`config.mk`:
```
export PLATFORM = sky130hd
export DESIGN_NAME = wwd_watchdog
export DESIGN_NICKNAME = d
export VERILOG_FILES = /design/src/core/wwd_pkg.sv /design/src/core/wwd_watchdog.sv /design/src/core/wwd_trig_filter.sv
export VERILOG_INCLUDE_DIRS = /design/src /design/src/core
export SDC_FILE = /design/constraint.sdc
export NUM_CORES = 1
export LEC_CHECK = 0
export BUFFER_PORTS_ARGS = -buffer_cell sky130_fd_sc_hd__buf_2
export CORE_MARGIN = 5
export CORE_UTILIZATION = 50
export DETAILED_ROUTE_END_ITERATION = 8
export PLACE_DENSITY = 0.75
export SKIP_LAST_GASP = 1
export SLEW_MARGIN = 10
export SYNTH_ARGS = -nofsm -noshare
export SYNTH_HDL_FRONTEND = slang
export SYNTH_SLANG_ARGS = --single-unit
```
`constraint.sdc`:
```
create_clock -name core_clk -period 3.3 [get_ports core_clk]
set_clock_uncertainty 0.05 [all_clocks]
set_input_delay 0.66 -clock core_clk [delete_from_list [all_inputs] [get_ports core_clk]]
set_output_delay 0.66 -clock core_clk [all_outputs]
set_load 0.01 [all_outputs]
```
`src/core/wwd_cfg.svh`:
```
/*
 window watchdog constants: timing counts and pulse widths.
 assumes core_clk at 25 MHz and an oscillator tick input from the rc oscillator.
*/
`ifndef WWD_CFG_SVH
`define WWD_CFG_SVH
`define WWD_CLK_HZ 25000000
`define WWD_TRIG_MIN_NS 200
`define WWD_TRIG_MIN_CYC ((`WWD_TRIG_MIN_NS * 25 + 999) / 1000 + 1)
`define WWD_LEAD_OSC 7895
`define WWD_CLOSED_OSC 1053
`define WWD_OPEN_OSC 1105
`define WWD_NRES_MS 4
`define WWD_NRES_CYC (`WWD_NRES_MS * (`WWD_CLK_HZ / 1000))
`define WWD_SHORT_MS 90
`define WWD_OPEN_PIN_MS 390
`define WWD_SHORT_CYC (`WWD_SHORT_MS * (`WWD_CLK_HZ / 1000))
`define WWD_OPEN_PIN_CYC (`WWD_OPEN_PIN_MS * (`WWD_CLK_HZ / 1000))
`endif

```
`src/core/wwd_pkg.sv`:
```
/*
 window watchdog types.
 assumes wwd_cfg.svh is compiled alongside.
*/
package wwd_pkg;
  typedef enum logic [2:0] {
    wwd_off, wwd_por, wwd_lead, wwd_closed, wwd_open, wwd_fault
  } wwd_state_t;
  typedef enum logic [1:0] {
    wwd_pin_ok, wwd_pin_short, wwd_pin_open
  } wwd_pin_t;
  typedef struct packed {
    logic low_power;
    logic uv_reset;
    logic rxd_fall;
    logic fail_safe;
  } wwd_mode_t;
  typedef struct packed {
    logic sync1;
    logic sync2;
    logic [3:0] low_cnt;
    logic armed;
    logic trig;
  } wwd_flt_t;
  typedef struct packed {
    wwd_state_t state;
    logic [12:0] osc_cnt;
    logic [23:0] cyc_cnt;
    logic [23:0] pin_cnt;
    logic reset_n;
    logic src_hi;
  } wwd_core_t;
endpackage

```
`src/core/wwd_watchdog.sv`:
```
/*
 window watchdog sequencer: power-up reset, lead time, closed and open windows.
 assumes osc_tick is a one-cycle pulse per oscillator period, synchronous to core_clk.
*/
`include "wwd_cfg.svh"
module wwd_watchdog #(
  parameter int NRES_CYC = `WWD_NRES_CYC,
  parameter int SHORT_CYC = `WWD_SHORT_CYC,
  parameter int OPEN_PIN_CYC = `WWD_OPEN_PIN_CYC
) (
  input wire logic core_clk,
  input wire logic sys_rst,
  input wire logic clk_en,
  input wire logic watchdog_trigger_n,
  input wire logic osc_tick,
  input wire wwd_pkg::wwd_pin_t wd_timing_resistor_pin,
  input wire wwd_pkg::wwd_mode_t mode,
  output logic reset_n_out,
  output logic reset_n_oe,
  output logic src_txd_high,
  output logic src_rxd_high,
  output wwd_pkg::wwd_state_t wd_state
);
  logic trig;
  wwd_pkg::wwd_core_t r, next_r;
  logic pin_fault;

  wwd_trig_filter u_filter (
    .core_clk(core_clk),
    .sys_rst(sys_rst),
    .clk_en(clk_en),
    .watchdog_trigger_n(watchdog_trigger_n),
    .trig_pulse(trig)
  );

  always_comb begin
    next_r = r;
    pin_fault = 1'b0;
    // broken timing pin: fixed fallback timeout without trigger
    if (wd_timing_resistor_pin != wwd_pkg::wwd_pin_ok && (r.state == wwd_pkg::wwd_lead
        || r.state == wwd_pkg::wwd_closed || r.state == wwd_pkg::wwd_open)) begin
      if (trig) begin
        next_r.pin_cnt = 24'h000000;
      end else if ((wd_timing_resistor_pin == wwd_pkg::wwd_pin_short && r.pin_cnt == 24'(SHORT_CYC - 1))
          || (wd_timing_resistor_pin == wwd_pkg::wwd_pin_open && r.pin_cnt == 24'(OPEN_PIN_CYC - 1))) begin
        pin_fault = 1'b1;
      end else begin
        next_r.pin_cnt = r.pin_cnt + 24'h000001;
      end
    end else begin
      next_r.pin_cnt = 24'h000000;
    end
    unique case (r.state)
      wwd_pkg::wwd_off: begin
        next_r.reset_n = 1'b1;
        if (mode.rxd_fall) begin
          next_r.state = wwd_pkg::wwd_lead;
          next_r.osc_cnt = 13'h0000;
        end
      end
      wwd_pkg::wwd_por: begin
        next_r.reset_n = 1'b0;
        if (r.cyc_cnt == 24'(NRES_CYC - 1) && !mode.uv_reset) begin
          next_r.state = wwd_pkg::wwd_lead;
          next_r.reset_n = 1'b1;
          next_r.osc_cnt = 13'h0000;
          next_r.cyc_cnt = 24'h000000;
        end else if (r.cyc_cnt != 24'(NRES_CYC - 1)) begin
          next_r.cyc_cnt = r.cyc_cnt + 24'h000001;
        end
      end
      wwd_pkg::wwd_lead: begin
        if (trig) begin
          next_r.state = wwd_pkg::wwd_closed;
          next_r.osc_cnt = 13'h0000;
        end else if (pin_fault || (osc_tick && r.osc_cnt == 13'(`WWD_LEAD_OSC - 1))) begin
          next_r.state = wwd_pkg::wwd_fault;
          next_r.cyc_cnt = 24'h000000;
        end else if (osc_tick) begin
          next_r.osc_cnt = r.osc_cnt + 13'h0001;
        end
      end
      wwd_pkg::wwd_closed: begin
        if (trig || pin_fault) begin
          next_r.state = wwd_pkg::wwd_fault;
          next_r.cyc_cnt = 24'h000000;
        end else if (osc_tick && r.osc_cnt == 13'(`WWD_CLOSED_OSC - 1)) begin
          next_r.state = wwd_pkg::wwd_open;
          next_r.osc_cnt = 13'h0000;
        end else if (osc_tick) begin
          next_r.osc_cnt = r.osc_cnt + 13'h0001;
        end
      end
      wwd_pkg::wwd_open: begin
        if (trig) begin
          next_r.state = wwd_pkg::wwd_closed;
          next_r.osc_cnt = 13'h0000;
        end else if (pin_fault || (osc_tick && r.osc_cnt == 13'(`WWD_OPEN_OSC - 1))) begin
          next_r.state = wwd_pkg::wwd_fault;
          next_r.cyc_cnt = 24'h000000;
        end else if (osc_tick) begin
          next_r.osc_cnt = r.osc_cnt + 13'h0001;
        end
      end
      wwd_pkg::wwd_fault: begin
        if (r.cyc_cnt == 24'(NRES_CYC - 1)) begin
          next_r.state = wwd_pkg::wwd_lead;
          next_r.osc_cnt = 13'h0000;
          next_r.cyc_cnt = 24'h000000;
        end else begin
          next_r.cyc_cnt = r.cyc_cnt + 24'h000001;
        end
      end
      default: next_r.state = wwd_pkg::wwd_por;
    endcase
    // fault pulse drives reset low, with source indication in fail-safe
    if (next_r.state == wwd_pkg::wwd_fault) begin
      next_r.reset_n = 1'b0;
      next_r.src_hi = mode.fail_safe;
    end else begin
      next_r.src_hi = 1'b0;
      if (next_r.state != wwd_pkg::wwd_por) begin
        next_r.reset_n = 1'b1;
      end
    end
    if (!mode.fail_safe) begin
      next_r.src_hi = 1'b0;
    end
    // undervoltage restarts power-up reset; low power halts timing
    if (mode.uv_reset && r.state != wwd_pkg::wwd_por) begin
      next_r.state = wwd_pkg::wwd_por;
      next_r.cyc_cnt = 24'h000000;
      next_r.reset_n = 1'b0;
    end else if (mode.low_power) begin
      next_r.state = wwd_pkg::wwd_off;
      next_r.osc_cnt = 13'h0000;
      next_r.cyc_cnt = 24'h000000;
      next_r.pin_cnt = 24'h000000;
      next_r.reset_n = 1'b1;
      next_r.src_hi = 1'b0;
    end
  end

  always_ff @(posedge core_clk) begin
    if (sys_rst) begin
      r <= '{state: wwd_pkg::wwd_por, osc_cnt: 13'h0000, cyc_cnt: 24'h000000,
             pin_cnt: 24'h000000, reset_n: 1'b0, src_hi: 1'b0};
    end else if (clk_en) begin
      r <= next_r;
    end
  end

  assign reset_n_out = 1'b0;
  assign reset_n_oe = ~r.reset_n;
  assign src_txd_high = r.src_hi;
  assign src_rxd_high = r.src_hi;
  assign wd_state = r.state;
endmodule // wwd_watchdog

```
`src/core/wwd_trig_filter.sv`:
```
/*
 trigger input synchroniser and glitch filter; one pulse per qualified low pulse.
 assumes trigger pin driven by the host, clocked by core_clk.
*/
`include "wwd_cfg.svh"
module wwd_trig_filter (
  input wire logic core_clk,
  input wire logic sys_rst,
  input wire logic clk_en,
  input wire logic watchdog_trigger_n,
  output logic trig_pulse
);
  wwd_pkg::wwd_flt_t r, next_r;
  always_comb begin
    next_r = r;
    next_r.sync1 = watchdog_trigger_n;
    next_r.sync2 = r.sync1;
    next_r.trig = 1'b0;
    if (r.sync2) begin
      next_r.low_cnt = 4'h0;
      next_r.armed = 1'b1;
    end else if (r.armed) begin
      // count low time, fire once it exceeds minimum
      if (r.low_cnt == 4'(`WWD_TRIG_MIN_CYC - 1)) begin
        next_r.trig = 1'b1;
        next_r.armed = 1'b0;
      end else begin
        next_r.low_cnt = r.low_cnt + 4'h1;
      end
    end
  end
  always_ff @(posedge core_clk) begin
    if (sys_rst) begin
      r <= '{sync1: 1'b1, sync2: 1'b1, low_cnt: 4'h0, armed: 1'b0, trig: 1'b0};
    end else if (clk_en) begin
      r <= next_r;
    end
  end
  assign trig_pulse = r.trig;
endmodule // wwd_trig_filter

```
==> results by group <==
Synth
  • FFs w/ async S/R, synth: 0%
  • Count leader, synth: nand2_1
  • Top cell type's share of synthesized area: 30.49%
  • Yosys warns: 0
  • Synth Cell Area: approximately 5000 um2
  • Ys flop type: dfxtp_1
  • Sequential area share after synthesis: a little under a third
  • Commonest cells in the netlist: nand2_1, dfxtp_1, nor2_1
  • Top cells by area, synth: dfxtp_1, nand2_1, a21oi_1, nor2_1, o21ai_0
  • Cell taking the most area after synthesis: dfxtp_1
  • Syn avg cell area: roughly 7.5 um2
  • Distinct cells, synth: 76
  • Mapped Nets: 669
  • Yosys reg bits: 74
  • Cells after synthesis: about 650
  • EDFF count, synth: 0

Status
  • Status: finished clean

Clock network
  • Reg clk slew, reported paths: 90 ps
  • CTS HTree Levels: 3
  • Post_cts resized: 0
  • Clock root buffer: clkbuf_8
  • CTS tree: built
  • Post-CTS Hold Fix Bufs: 0
  • Maximum clock path buffer count: 2
  • Clock sinks: 74
  • CTS buffer count: 9
  • Post-CTS setup buffers: 0
  • Worst skew pair latency: 360 ps

Critical path
  • Critical Path Sink Type: flip-flop
  • CP Max Fanout: 8
  • Critical path arrival: roughly 3100 ps
  • Setup CP Type: reg -> reg
  • CP required: roughly 3500 ps
  • Startpoint types: flip-flop

Die
  • Core Area: between 9000 and 10000 um2
  • Initial Utilization: between 50% and 60%
  • # IOs: 18
  • Die X-Extent: about 110 um
  • Die height: about 110 um
  • Std cell rows: 36
  • Die Area: between 10000 and 15000 um2

GRT
  • Grt total ovfl: 0
  • Pin count of the biggest net entering global routing: slightly above 40
  • Vias in the first global route: 4800
  • Initial antenna violation count: 0
  • Global Route Usage Sum: between 20 and 25%
  • First-pass GRT wire length: between 20 and 25 mm

STA
  • Fin crit period: about 2900 ps
  • Worst-margin pin slew: between 900 and 1000 ps
  • Setup TNS: 0 ps
  • # setup viols final: 0
  • RSZ-0062 raised after global routing: false
  • Max Fclk: approximately 0.34 GHz
  • Final Hold Vio Count: 0
  • Worst slew margin: between 30% and 40%
  • Tcrit/Tclk final: roughly 90%
  • Slew Limit Fails: 0

Placement
  • GPL Wtd Cong: ~0.95
  • Port Buffer Count: 16
  • Hpwl dp: 9.884 mm

Drt
  • Residual DRC: 0
  • Antenna Nets Post-Route: 0
  • DR iter-0 viols: a little over 400
  • DR WL/cell: 17.52 um
  • Total iterations of the first detailed-routing run: 8
  • Vias per cell: ~6.6
  • DR vias: around 5200
  • Detailed Route WL: approximately 14 mm

Power and ir drop
  • Cell leakage power: 1.676 nW
  • Tot Pwr: roughly 0.0019 W
  • Max VDD drop: approximately 180 uV
  • PD cells: approximately 350 nW/um2

Layout
  • Layout cell share with drive strength beyond 1: under 10%
  • Nets: around 680
  • Area growth, synth to finish: 8.808%
  • Diodes inserted: 0
  • Fillers: roughly 970

Hold path
  • Worst hold path class: reg -> reg

Run
  • Total of max-cap violations: 0
==> final timing paths <==
path                       from                 end  slack, ps  cells past startpoint
max reg2reg               r[53]               r[51]        380                      7
min reg2reg  u_filter.next_r[6]  u_filter.next_r[6]        430                      2
min          u_filter.next_r[6]  u_filter.next_r[6]        430                      2
max                       r[53]               r[51]        380                      7
==> where the power goes <==
part	total [W]	leakage (nW)	internal, W	switching, W
Clock	0.000791	0.105	0.000449	0.000342
Sequential	0.000906	0.597	0.000899	0.00000750
Combinational	0.000171	0.974	0.0000542	0.000117
Total	0.00187	1.68	0.00140	0.000466
==> kinds of logic after synthesis <==
kind of cell | count (synthesis) | synth area share (%)
muxes | 10 | 2.086
DFF | 74 | 30.49
adders and majority gates | 7 | 1.803
other | 1 | 0.07719
AOI/OAI and AO/OA | 187 | 26.89
xor gates and xnor gates | 4 | 0.7212
buffers and inverters | 59 | 5.228
and+or+nand+nor | 309 | 32.71
==> state kept, by name (all words and copies together) (netlist names) <==
name / flops
r: 62
wd_state: 3
src_rxd_high: 1
u_filter.r: 6
u_filter.trig_pulse: 1
u_filter.next_r: 1
==> metrics by stage <==
stage | std cells | hold slack, ps | setup slack (ps) | util (%) | instance area (um2)
3_3_place_gp | 780 | 404.9 | 305.4 | 52.64 | 5074
2_1_floorplan | 651 | 391.3 | 504.4 | - | 4858
4_1_cts | 796 | 435.5 | 413.5 | 54.84 | 5286
6_report | 796 | 434.4 | 377.7 | 54.84 | 5286
3_5_place_dp | 780 | 417.6 | 239.3 | 52.64 | 5074
5_1_grt | 796 | 485.5 | 191.2 | 54.84 | 5286
==> critical path: stages (launching register included) <==
cell       delay, ps
dfxtp_1          380
or4b_1           560
or4_1            670
a2bb2oi_1        290
a211o_1          370
nor2_1           170
a32oi_1          230
o22ai_1           90
==> placed cells by master (no fill, tap or decap), types with 4 or more instances in the layout <==
| cell type | netlist | routed |
|---|---|---|
| o21a_1 | 4 | 4 |
| buf_4 | 6 | 19 |
| nand2b_1 | 7 | 7 |
| buf_2 | 2 | 16 |
| a311oi_1 | 16 | 16 |
| mux2i_1 | 9 | 9 |
| o211ai_1 | 6 | 6 |
| a211oi_1 | 5 | 5 |
| nor3b_1 | 4 | 4 |
| o21ai_0 | 39 | 39 |
| inv_1 | 20 | 20 |
| clkbuf_8 | 0 | 10 |
| a31oi_1 | 7 | 7 |
| o32ai_1 | 7 | 7 |
| dfxtp_1 | 74 | 74 |
| a41oi_1 | 7 | 7 |
| nor2_1 | 68 | 68 |
| a22oi_1 | 4 | 4 |
| or3_1 | 11 | 11 |
| a21oi_1 | 51 | 51 |
| nor2b_1 | 5 | 5 |
| nor4_1 | 11 | 11 |
| or4_1 | 10 | 10 |
| nand3_1 | 32 | 32 |
| nand4_1 | 17 | 17 |
| nand2_1 | 77 | 77 |
| nand3b_1 | 5 | 5 |
| and3_1 | 8 | 8 |
| nor3_1 | 25 | 24 |
| and2_1 | 9 | 9 |
| ha_1 | 7 | 7 |
| nand4b_1 | 4 | 4 |
| clkbuf_1 | 28 | 4 |
==> final cells by class <==
type / count / area (um2) / area share, %
clock inverter: 2 / 60.06 / 1.136
timing repair buffer: 35 / 222.7 / 4.213
multi-input combinational: 518 / 3128 / 59.17
sequential: 74 / 1481 / 28.02
clock buffer: 14 / 152.6 / 2.888
tap: 133 / 166.4 / 3.148
inverter: 20 / 75.07 / 1.420
==> layer usage <==
metal  vias up  GRT usage, %  wire [um]
li1       2475             -          -
met1      2458         34.06       6056
met2       258         37.33       6387
met3        37         4.119       1191
met4         0         8.837        312
met5         -             0          0
(Power assumes the default switching activity.)
